**config.mk**
```make
export PLATFORM = sky130hd
export DESIGN_NAME = pga_current_gauge
export DESIGN_NICKNAME = d
export VERILOG_FILES = /design/src/pga_pkg.sv /design/src/pga_current_gauge.sv
export SDC_FILE = /design/constraint.sdc
export NUM_CORES = 1
export LEC_CHECK = 0
export BUFFER_PORTS_ARGS = -buffer_cell sky130_fd_sc_hd__buf_2
export CORE_MARGIN = 2
export CORE_UTILIZATION = 40
export CTS_BUF_LIST = sky130_fd_sc_hd__clkbuf_16
export CTS_CLUSTER_SIZE = 14
export DETAILED_ROUTE_END_ITERATION = 10
export MAX_ROUTING_LAYER = met4
export PLACE_DENSITY_LB_ADDON = 0.3
export SYNTH_ARGS = -nofsm -noshare
export SYNTH_HDL_FRONTEND = slang
export SYNTH_SLANG_ARGS = --single-unit
```
**constraint.sdc**
```tcl
create_clock -name clk_i -period 8.4 [get_ports clk_i]
set_input_delay 1.26 -clock clk_i [delete_from_list [all_inputs] [get_ports clk_i]]
set_output_delay 1.26 -clock clk_i [all_outputs]
set_load 0.02 [all_outputs]
```
**src/pga_pkg.sv**
```systemverilog
package pga_pkg;
    // register index on the host register port
    localparam logic [1:0]  REG_CURRENT   = 2'h0;
    localparam logic [1:0]  REG_REMAINING = 2'h1;
    localparam logic [1:0]  REG_CHARGE    = 2'h2;
    localparam logic [1:0]  REG_DISCHARGE = 2'h3;
    // field layout
    localparam int          RESULT_W      = 11;
    localparam int          REG_W         = 16;
    localparam int          CAP_W         = 8;
    localparam int          TOTAL_W       = 16;
    localparam int          SIGN_COPIES   = REG_W - RESULT_W + 1;
    // scale: one result step is 0.005C, one total step is 0.16C
    localparam int          TOTAL_PER_CAP = 32;
    localparam logic [7:0]  CAP_FULL      = 8'hC8;
    localparam logic [7:0]  CAP_MAX       = 8'hFF;
    localparam logic [7:0]  CAP_EMPTY     = 8'h00;
    localparam logic [15:0] TOTAL_MAX     = 16'hFFFF;
    // reset values
    localparam logic [15:0] CURRENT_RST   = 16'h0000;
    localparam logic [7:0]  CAP_RST       = 8'h00;
    localparam logic [15:0] TOTAL_RST     = 16'h0000;
    // dead-band magnitudes, selected by the two threshold bits
    localparam logic [10:0] THR_NONE      = 11'h000;
    localparam logic [10:0] THR_2         = 11'h002;
    localparam logic [10:0] THR_4         = 11'h004;
    localparam logic [10:0] THR_8         = 11'h008;

    typedef struct packed {
        logic        wr;
        logic        rd_busy;
        logic [1:0]  addr;
        logic [15:0] wdata;
    } pga_host_req_type;
endpackage

```
**src/pga_current_gauge.sv**
```systemverilog
`timescale 1ns/100ps
// Summary of operation
// RL1: conversions start on their own, periodically
// RL2: low power halts conversions and drops new results; host writes still apply
// RL3: result is signed 11-bit, sign-extended to 16
// RL4: current reading frozen while host reads it
// RL5: count 200 equals 1C, span +-5.115C
// RL6: high byte holds bits 9:8 plus sign
// RL7: capacity counts up/down with current sign
// RL8: capacity counts to 255 and holds there
// RL9: capacity 200 is full, 0 is empty
// RL10: charge total on positive, discharge on negative
// RL11: totals are 16-bit, one step per 0.16C
// RL12: host may write totals, counting resumes from there
// RL13: host rescales capacity to 200 after full charge
// RL14: totals: low byte bits 7:0, high 15:8
// RL15: accumulator enable low stops all three counters
// RL16: results under selectable threshold are not accumulated
// RL17: fractional remainders make exact quantum steps
// RL18: capacity holds at zero, totals saturate
module pga_current_gauge #(
    parameter logic [23:0] CONV_PERIOD = 24'h0003E8,
    parameter int          CAP_QUANTUM = 1024
) (
    input  wire logic                      clk_i,
    input  wire logic                      resetn_i,
    input  wire logic                      low_power_request_bit_i,
    input  wire logic                      accumulator_enable_bit_i,
    input  wire logic                      threshold_select_low_i,
    input  wire logic                      threshold_select_high_i,
    input  wire logic                      result_valid_i,
    input  wire logic [10:0]               result_i,
    input  wire pga_pkg::pga_host_req_type host_req_i,
    output logic                           conv_start_o,
    output logic [15:0]                    rd_data_o,
    output logic [15:0]                    current_reading_o
);
    localparam int TOTAL_QUANTUM = CAP_QUANTUM * pga_pkg::TOTAL_PER_CAP;

    logic [23:0] pace_cnt;
    logic [15:0] current_reading;
    logic [15:0] pending;
    logic        pending_valid;
    logic [7:0]  remaining_capacity_count;
    logic [15:0] charge_total_count;
    logic [15:0] discharge_total_count;
    logic signed [31:0] cap_rem;
    logic [31:0] chg_rem;
    logic [31:0] dchg_rem;

    logic        accept;
    logic        take;
    logic        negative;
    logic [10:0] magnitude;
    logic [10:0] threshold;
    logic [15:0] ext_result;
    logic signed [31:0] next_cap_rem;
    logic [31:0] next_chg_rem;
    logic [31:0] next_dchg_rem;

    // sign copies fill the upper six bits above bits 9:8
    function automatic logic [15:0] sign_extend(input logic [10:0] r);
        sign_extend = {{(pga_pkg::SIGN_COPIES - 1){r[10]}}, r}; // see RL3 see RL6
    endfunction

    function automatic logic host_writes(input pga_pkg::pga_host_req_type q,
                                         input logic [1:0] a);
        host_writes = q.wr && (q.addr == a);
    endfunction

    // dead-band decode
    always_comb begin
        case ({threshold_select_high_i, threshold_select_low_i})
            2'b01:   threshold = pga_pkg::THR_2; // see RL16
            2'b10:   threshold = pga_pkg::THR_4;
            2'b11:   threshold = pga_pkg::THR_8;
            default: threshold = pga_pkg::THR_NONE;
        endcase
    end

    // results arriving during low power are dropped entirely
    assign accept     = result_valid_i && !low_power_request_bit_i; // see RL2
    assign negative   = result_i[10];
    assign magnitude  = negative ? 11'(-result_i) : result_i;
    assign ext_result = sign_extend(result_i);
    assign take       = accept && accumulator_enable_bit_i          // see RL15
                        && (magnitude >= threshold) && (result_i != 11'h000); // see RL16

    // free-running pacing, no host command needed
    always_ff @(posedge clk_i) begin
        if (!resetn_i) begin
            pace_cnt     <= 24'h000000;
            conv_start_o <= 1'b0;
        end else if (low_power_request_bit_i) begin
            pace_cnt     <= 24'h000000; // see RL2
            conv_start_o <= 1'b0;
        end else begin
            conv_start_o <= (pace_cnt == 24'h000000); // see RL1
            pace_cnt     <= (pace_cnt == CONV_PERIOD - 24'h000001) ? 24'h000000
                                                                   : pace_cnt + 24'h000001;
        end
    end

    // a result landing mid-read waits in pending until the read ends
    always_ff @(posedge clk_i) begin
        if (!resetn_i) begin
            current_reading <= pga_pkg::CURRENT_RST;
            pending         <= pga_pkg::CURRENT_RST;
            pending_valid   <= 1'b0;
        end else if (host_req_i.rd_busy) begin
            if (accept) begin
                pending       <= ext_result; // see RL4
                pending_valid <= 1'b1;
            end
        end else begin
            pending_valid <= 1'b0;
            if (accept) begin
                current_reading <= ext_result; // see RL3 see RL5
            end else if (pending_valid) begin
                current_reading <= pending;
            end
        end
    end

    // remainders integrate charge in result-step x conversion units
    always_comb begin
        next_cap_rem  = cap_rem + 32'(signed'(result_i)); // see RL17
        next_chg_rem  = chg_rem + 32'(magnitude);
        next_dchg_rem = dchg_rem + 32'(magnitude);
    end

    // remaining capacity: 200 full, 0 empty; host write takes priority
    always_ff @(posedge clk_i) begin
        if (!resetn_i) begin
            remaining_capacity_count <= pga_pkg::CAP_RST;
            cap_rem                  <= 32'sh0;
        end else if (host_writes(host_req_i, pga_pkg::REG_REMAINING)) begin
            remaining_capacity_count <= host_req_i.wdata[7:0]; // see RL9 see RL13
        end else if (take) begin
            if (next_cap_rem >= CAP_QUANTUM) begin
                cap_rem <= next_cap_rem - CAP_QUANTUM;
                if (remaining_capacity_count != pga_pkg::CAP_MAX)
                    remaining_capacity_count <= remaining_capacity_count + 8'h01; // see RL7 see RL8
            end else if (next_cap_rem <= -CAP_QUANTUM) begin
                cap_rem <= next_cap_rem + CAP_QUANTUM;
                if (remaining_capacity_count != pga_pkg::CAP_EMPTY)
                    remaining_capacity_count <= remaining_capacity_count - 8'h01; // see RL18
            end else begin
                cap_rem <= next_cap_rem; // see RL17
            end
        end
    end

    // charge total, positive results only
    always_ff @(posedge clk_i) begin
        if (!resetn_i) begin
            charge_total_count <= pga_pkg::TOTAL_RST;
            chg_rem            <= 32'h0;
        end else if (host_writes(host_req_i, pga_pkg::REG_CHARGE)) begin
            charge_total_count <= host_req_i.wdata; // see RL12
        end else if (take && !negative) begin // see RL10
            if (next_chg_rem >= 32'(TOTAL_QUANTUM)) begin
                chg_rem <= next_chg_rem - 32'(TOTAL_QUANTUM);
                if (charge_total_count != pga_pkg::TOTAL_MAX)
                    charge_total_count <= charge_total_count + 16'h0001; // see RL11 see RL18
            end else begin
                chg_rem <= next_chg_rem;
            end
        end
    end

    // discharge total, negative results only
    always_ff @(posedge clk_i) begin
        if (!resetn_i) begin
            discharge_total_count <= pga_pkg::TOTAL_RST;
            dchg_rem              <= 32'h0;
        end else if (host_writes(host_req_i, pga_pkg::REG_DISCHARGE)) begin
            discharge_total_count <= host_req_i.wdata; // see RL12
        end else if (take && negative) begin // see RL10
            if (next_dchg_rem >= 32'(TOTAL_QUANTUM)) begin
                dchg_rem <= next_dchg_rem - 32'(TOTAL_QUANTUM);
                if (discharge_total_count != pga_pkg::TOTAL_MAX)
                    discharge_total_count <= discharge_total_count + 16'h0001; // see RL11
            end else begin
                dchg_rem <= next_dchg_rem;
            end
        end
    end

    // registered read data; counters read as plain storage when disabled
    always_ff @(posedge clk_i) begin
        if (!resetn_i) begin
            rd_data_o <= 16'h0000;
        end else begin
            case (host_req_i.addr)
                pga_pkg::REG_CURRENT:   rd_data_o <= current_reading;
                pga_pkg::REG_REMAINING: rd_data_o <= {8'h00, remaining_capacity_count};
                pga_pkg::REG_CHARGE:    rd_data_o <= charge_total_count; // see RL14
                default:                rd_data_o <= discharge_total_count;
            endcase
        end
    end

    assign current_reading_o = current_reading;
endmodule

```
==> impl_metrics.tcl <==
set metrics [dict create \
    drtIter0Drc 907 \
    vias 14696 \
    post-cts-setup-buffers 0 \
    drv_slew 0 \
    crit_chain "buf_2 > ha_1 > a211oi_1 > o221ai_1 > nor4_1 > a21o_1 > o2111ai_1 > or2_2 > nor4_2 > a21oi_2 > inv_1 > ha_1 > a21o_1 > a21oi_1 > o21bai_1 > a21oi_1 > o21bai_1 > a21oi_1 > xnor2_1 > nand3_1 > o31a_1 > o221ai_1" \
    clk_pin_slew_ns 0.07 \
    syn_inst 1973 \
    yosys-top-cells-area "dfxtp_1 (26%), ha_1 (5.9%), nand2_1 (5.1%)" \
    synth_nets 2087 \
    worstMarginPinSlew_ns 1.18 \
    synth_seq_cells 200 \
    firstDrtPassIters 6 \
    synth_edf_count 0 \
    antenna_found_initial 1 \
    worst_r2r_startpoint "cap_rem[0]" \
    pin_count 71 \
    wl_per_cell_microns 17.9 \
    dpl.cell_count 2464 \
    cellInternalPower_mw 1.59 \
    reg2reg_to "remaining_capacity_count[7]" \
    synth_common_cells "nand2_1 (205), dfxtp_1 (200), nor2_1 (194)" \
    power_density_mw_per_mm2 142 \
    critPathSlowestCell "nor4_2" \
    r2r_slack_ns 2.15 \
    p_clk_share_pct 36.7 \
    min_period_ns 7.06 \
    hold_viol_final 0 \
    holdBufCountCts 0 \
    synth_area_per_cell_sq_um 7.70 \
    multi_input_area_sq_mm 0.0105 \
    rsz0062_at_grt "false" \
    grt-ovfl-total 0 \
    ys.flop_type "dfxtp_1" \
    die_y_microns 199 \
    synthArstFlopShare_pct 0 \
    synth_top_area_share_pct 26.4 \
    outcome "completed" \
    irDropWorstVdd_uv 157 \
    crit_path_max_incr_delay_ns 0.63 \
    yosysMostFrequentCell "nand2_1" \
    drc 0 \
    final-seq-area_sq_mm 0.00400 \
    whs_path_depth 2 \
    critPathMaxFanout 27 \
    cp-end-kind "flip-flop" \
    syn_area_sq_mm 0.0152 \
    pre_cts_ws_ns 1.03 \
    ys_types 93 \
    relSlewSlack_pct 20.9 \
    switching_power_mw 0.746 \
    gp_congestion 0.924 \
    ant_nets 0 \
    rows 71 \
    wl_mm 44.6 \
    fp.coreArea_sq_mm 0.0375 \
    hold_class "reg2reg" \
    initial_core_util_pct 40.5 \
    area.growth.synth_to_final_pct 8.37 \
    cts-buffers-inserted 17 \
    fill_cells 3831 \
    cts_sinks 200 \
    setup_violations 0 \
    drive_gt1_share_pct 9.27 \
    io_buffer_count 70 \
    yosysWarnings 0 \
    holdWs_ns 0.454 \
    yosysSeqAreaShare_pct 26.4 \
    cts_tree "yes" \
    fin_setup_tns_ns 0 \
    grt_pass1_vias 13640 \
    cp-start-kind "input port" \
    hold_path_end "pending[1]" \
    grt_max_degree 84 \
    power_frac_seq_pct 43.1 \
    period_share_pct 84.1 \
    cts-root-buf "clkbuf_16" \
    clk_latency_ns 0.46 \
    cts_buffer_depth 2 \
    dp_hpwl_mm 33.2 \
    swShare_pct 31.9 \
    fin_ws_ns 1.34 \
    yosys.area.top_type "dfxtp_1" \
    hp-start "pending[1]" \
    post_cts_resize_count 0 \
    via_per_inst 5.89 \
    die_x_microns 199 \
    instances_no_fill 2497 \
    fin_skew_ns 0.0155 \
    path_class "in2reg" \
    grt_first_pass_wirelength_mm 71.5 \
    nets 2086 \
    power_mw 2.34 \
    worstRegToRegCells 23 \
    htree_num_levels 4 \
    track_usage_pct 23.2 \
    worstPathRequired_ns 8.76 \
    arrival_ns 7.42 \
    max_freq_mhz 142 \
    p_leak_nw 6.02 \
    drv_cap 0 \
    comb_power_share_pct 20.2 \
    die_area_sq_mm 0.0396 \
    cp_common_cell "a21oi_1" \
]
[kinds of logic after synthesis]
logic type | Yosys count | share of synthesized area, %
multiplexers | 67 | 5.15
AO/OA/AOI/OAI | 527 | 23.7
flip-flops | 200 | 26.4
XOR/XNOR | 123 | 7.09
adder cells (fa/ha/maj) | 76 | 6.46
AND/OR/NAND/NOR | 810 | 26.7
buffers and inverters | 170 | 4.53
[area by class of cell]
cell class / instances / area share [%]
inverter: 63 / 1.45
clock inverter: 15 / 1.00
sequential: 200 / 24.3
clock buffer: 17 / 2.58
tap: 511 / 3.88
timing repair buffer: 87 / 2.90
antenna: 1 / 0.0152
multi-input combinational: 1603 / 63.8
[routing by layer]
| layer | GRT usage (%) | vias to the layer above | routed length [microns] |
|---|---|---|---|
| met4 | 8.62 | 0 | 1410 |
| met5 | - | - | 0 |
| met2 | 37.3 | 405 | 20400 |
| li1 | - | 7286 | - |
| met3 | 3.56 | 97 | 2200 |
| met1 | 29.4 | 6908 | 20600 |
[placed cells by master (no fill, tap or decap), types with 44 or more instances in the layout]
cell type	count
or3_1	49
dfxtp_1	200
nand2_1	205
nand3_1	84
o21ai_0	101
a211oi_1	44
buf_2	70
inv_1	62
nor2_1	194
xnor2_1	72
nor3_1	52
nand4_1	51
ha_1	72
xor2_1	51
mux2i_1	50
a21oi_1	124
[per-stage QoR]
stage,instance area [sq um],utilization (%)
final,16500,43.9
after global routing,16500,43.9
after CTS,16500,43.9
after detailed placement,15900,42.3
after global placement,15900,42.3
after floorplan,15200,-
[worst max path at each step]
stage / from / endpoint / slack, ns / depth (start not counted)
2_1_floorplan: result_i[10] / remaining_capacity_count[7] / 2.55 / 23
3_3_place_gp: result_i[10] / remaining_capacity_count[7] / 1.15 / 22
3_5_place_dp: result_i[10] / remaining_capacity_count[7] / 1.03 / 22
4_1_cts: result_i[10] / remaining_capacity_count[7] / 1.48 / 22
5_1_grt: result_i[10] / remaining_capacity_count[7] / 0.93 / 22
6_report: result_i[10] / remaining_capacity_count[7] / 1.34 / 22
[flip-flops by register name, summed over array words and instances (netlist names)]
name	count
cap_rem	32
chg_rem	32
dchg_rem	32
pace_cnt	24
charge_total_count	16
discharge_total_count	16
rd_data_o	16
current_reading_o	11
pending	11
remaining_capacity_count	8
conv_start_o	1
pending_valid	1
[critical path, delay by kind of cell]
| kind | cells | cell delay (ns) |
|---|---|---|
| AO/OA/AOI/OAI | 13 | 2.70 |
| XOR/XNOR | 1 | 0.16 |
| adder cells (fa/ha/maj) | 2 | 0.76 |
| buffers and inverters | 2 | 0.85 |
| AND/OR/NAND/NOR | 4 | 1.68 |
[power by group through the flow]
stage                     clock network, mW  logic [mW]  registers (mW)
final                                 0.858       0.472            1.01
after global routing                  0.913       0.521            1.01
after CTS                             0.874       0.468            1.01
after detailed placement                  0       0.465            1.03
after global placement                    0       0.460            1.03
after floorplan                           0       0.336            1.02
No activity file was read; power rests on OpenSTA's default activity.
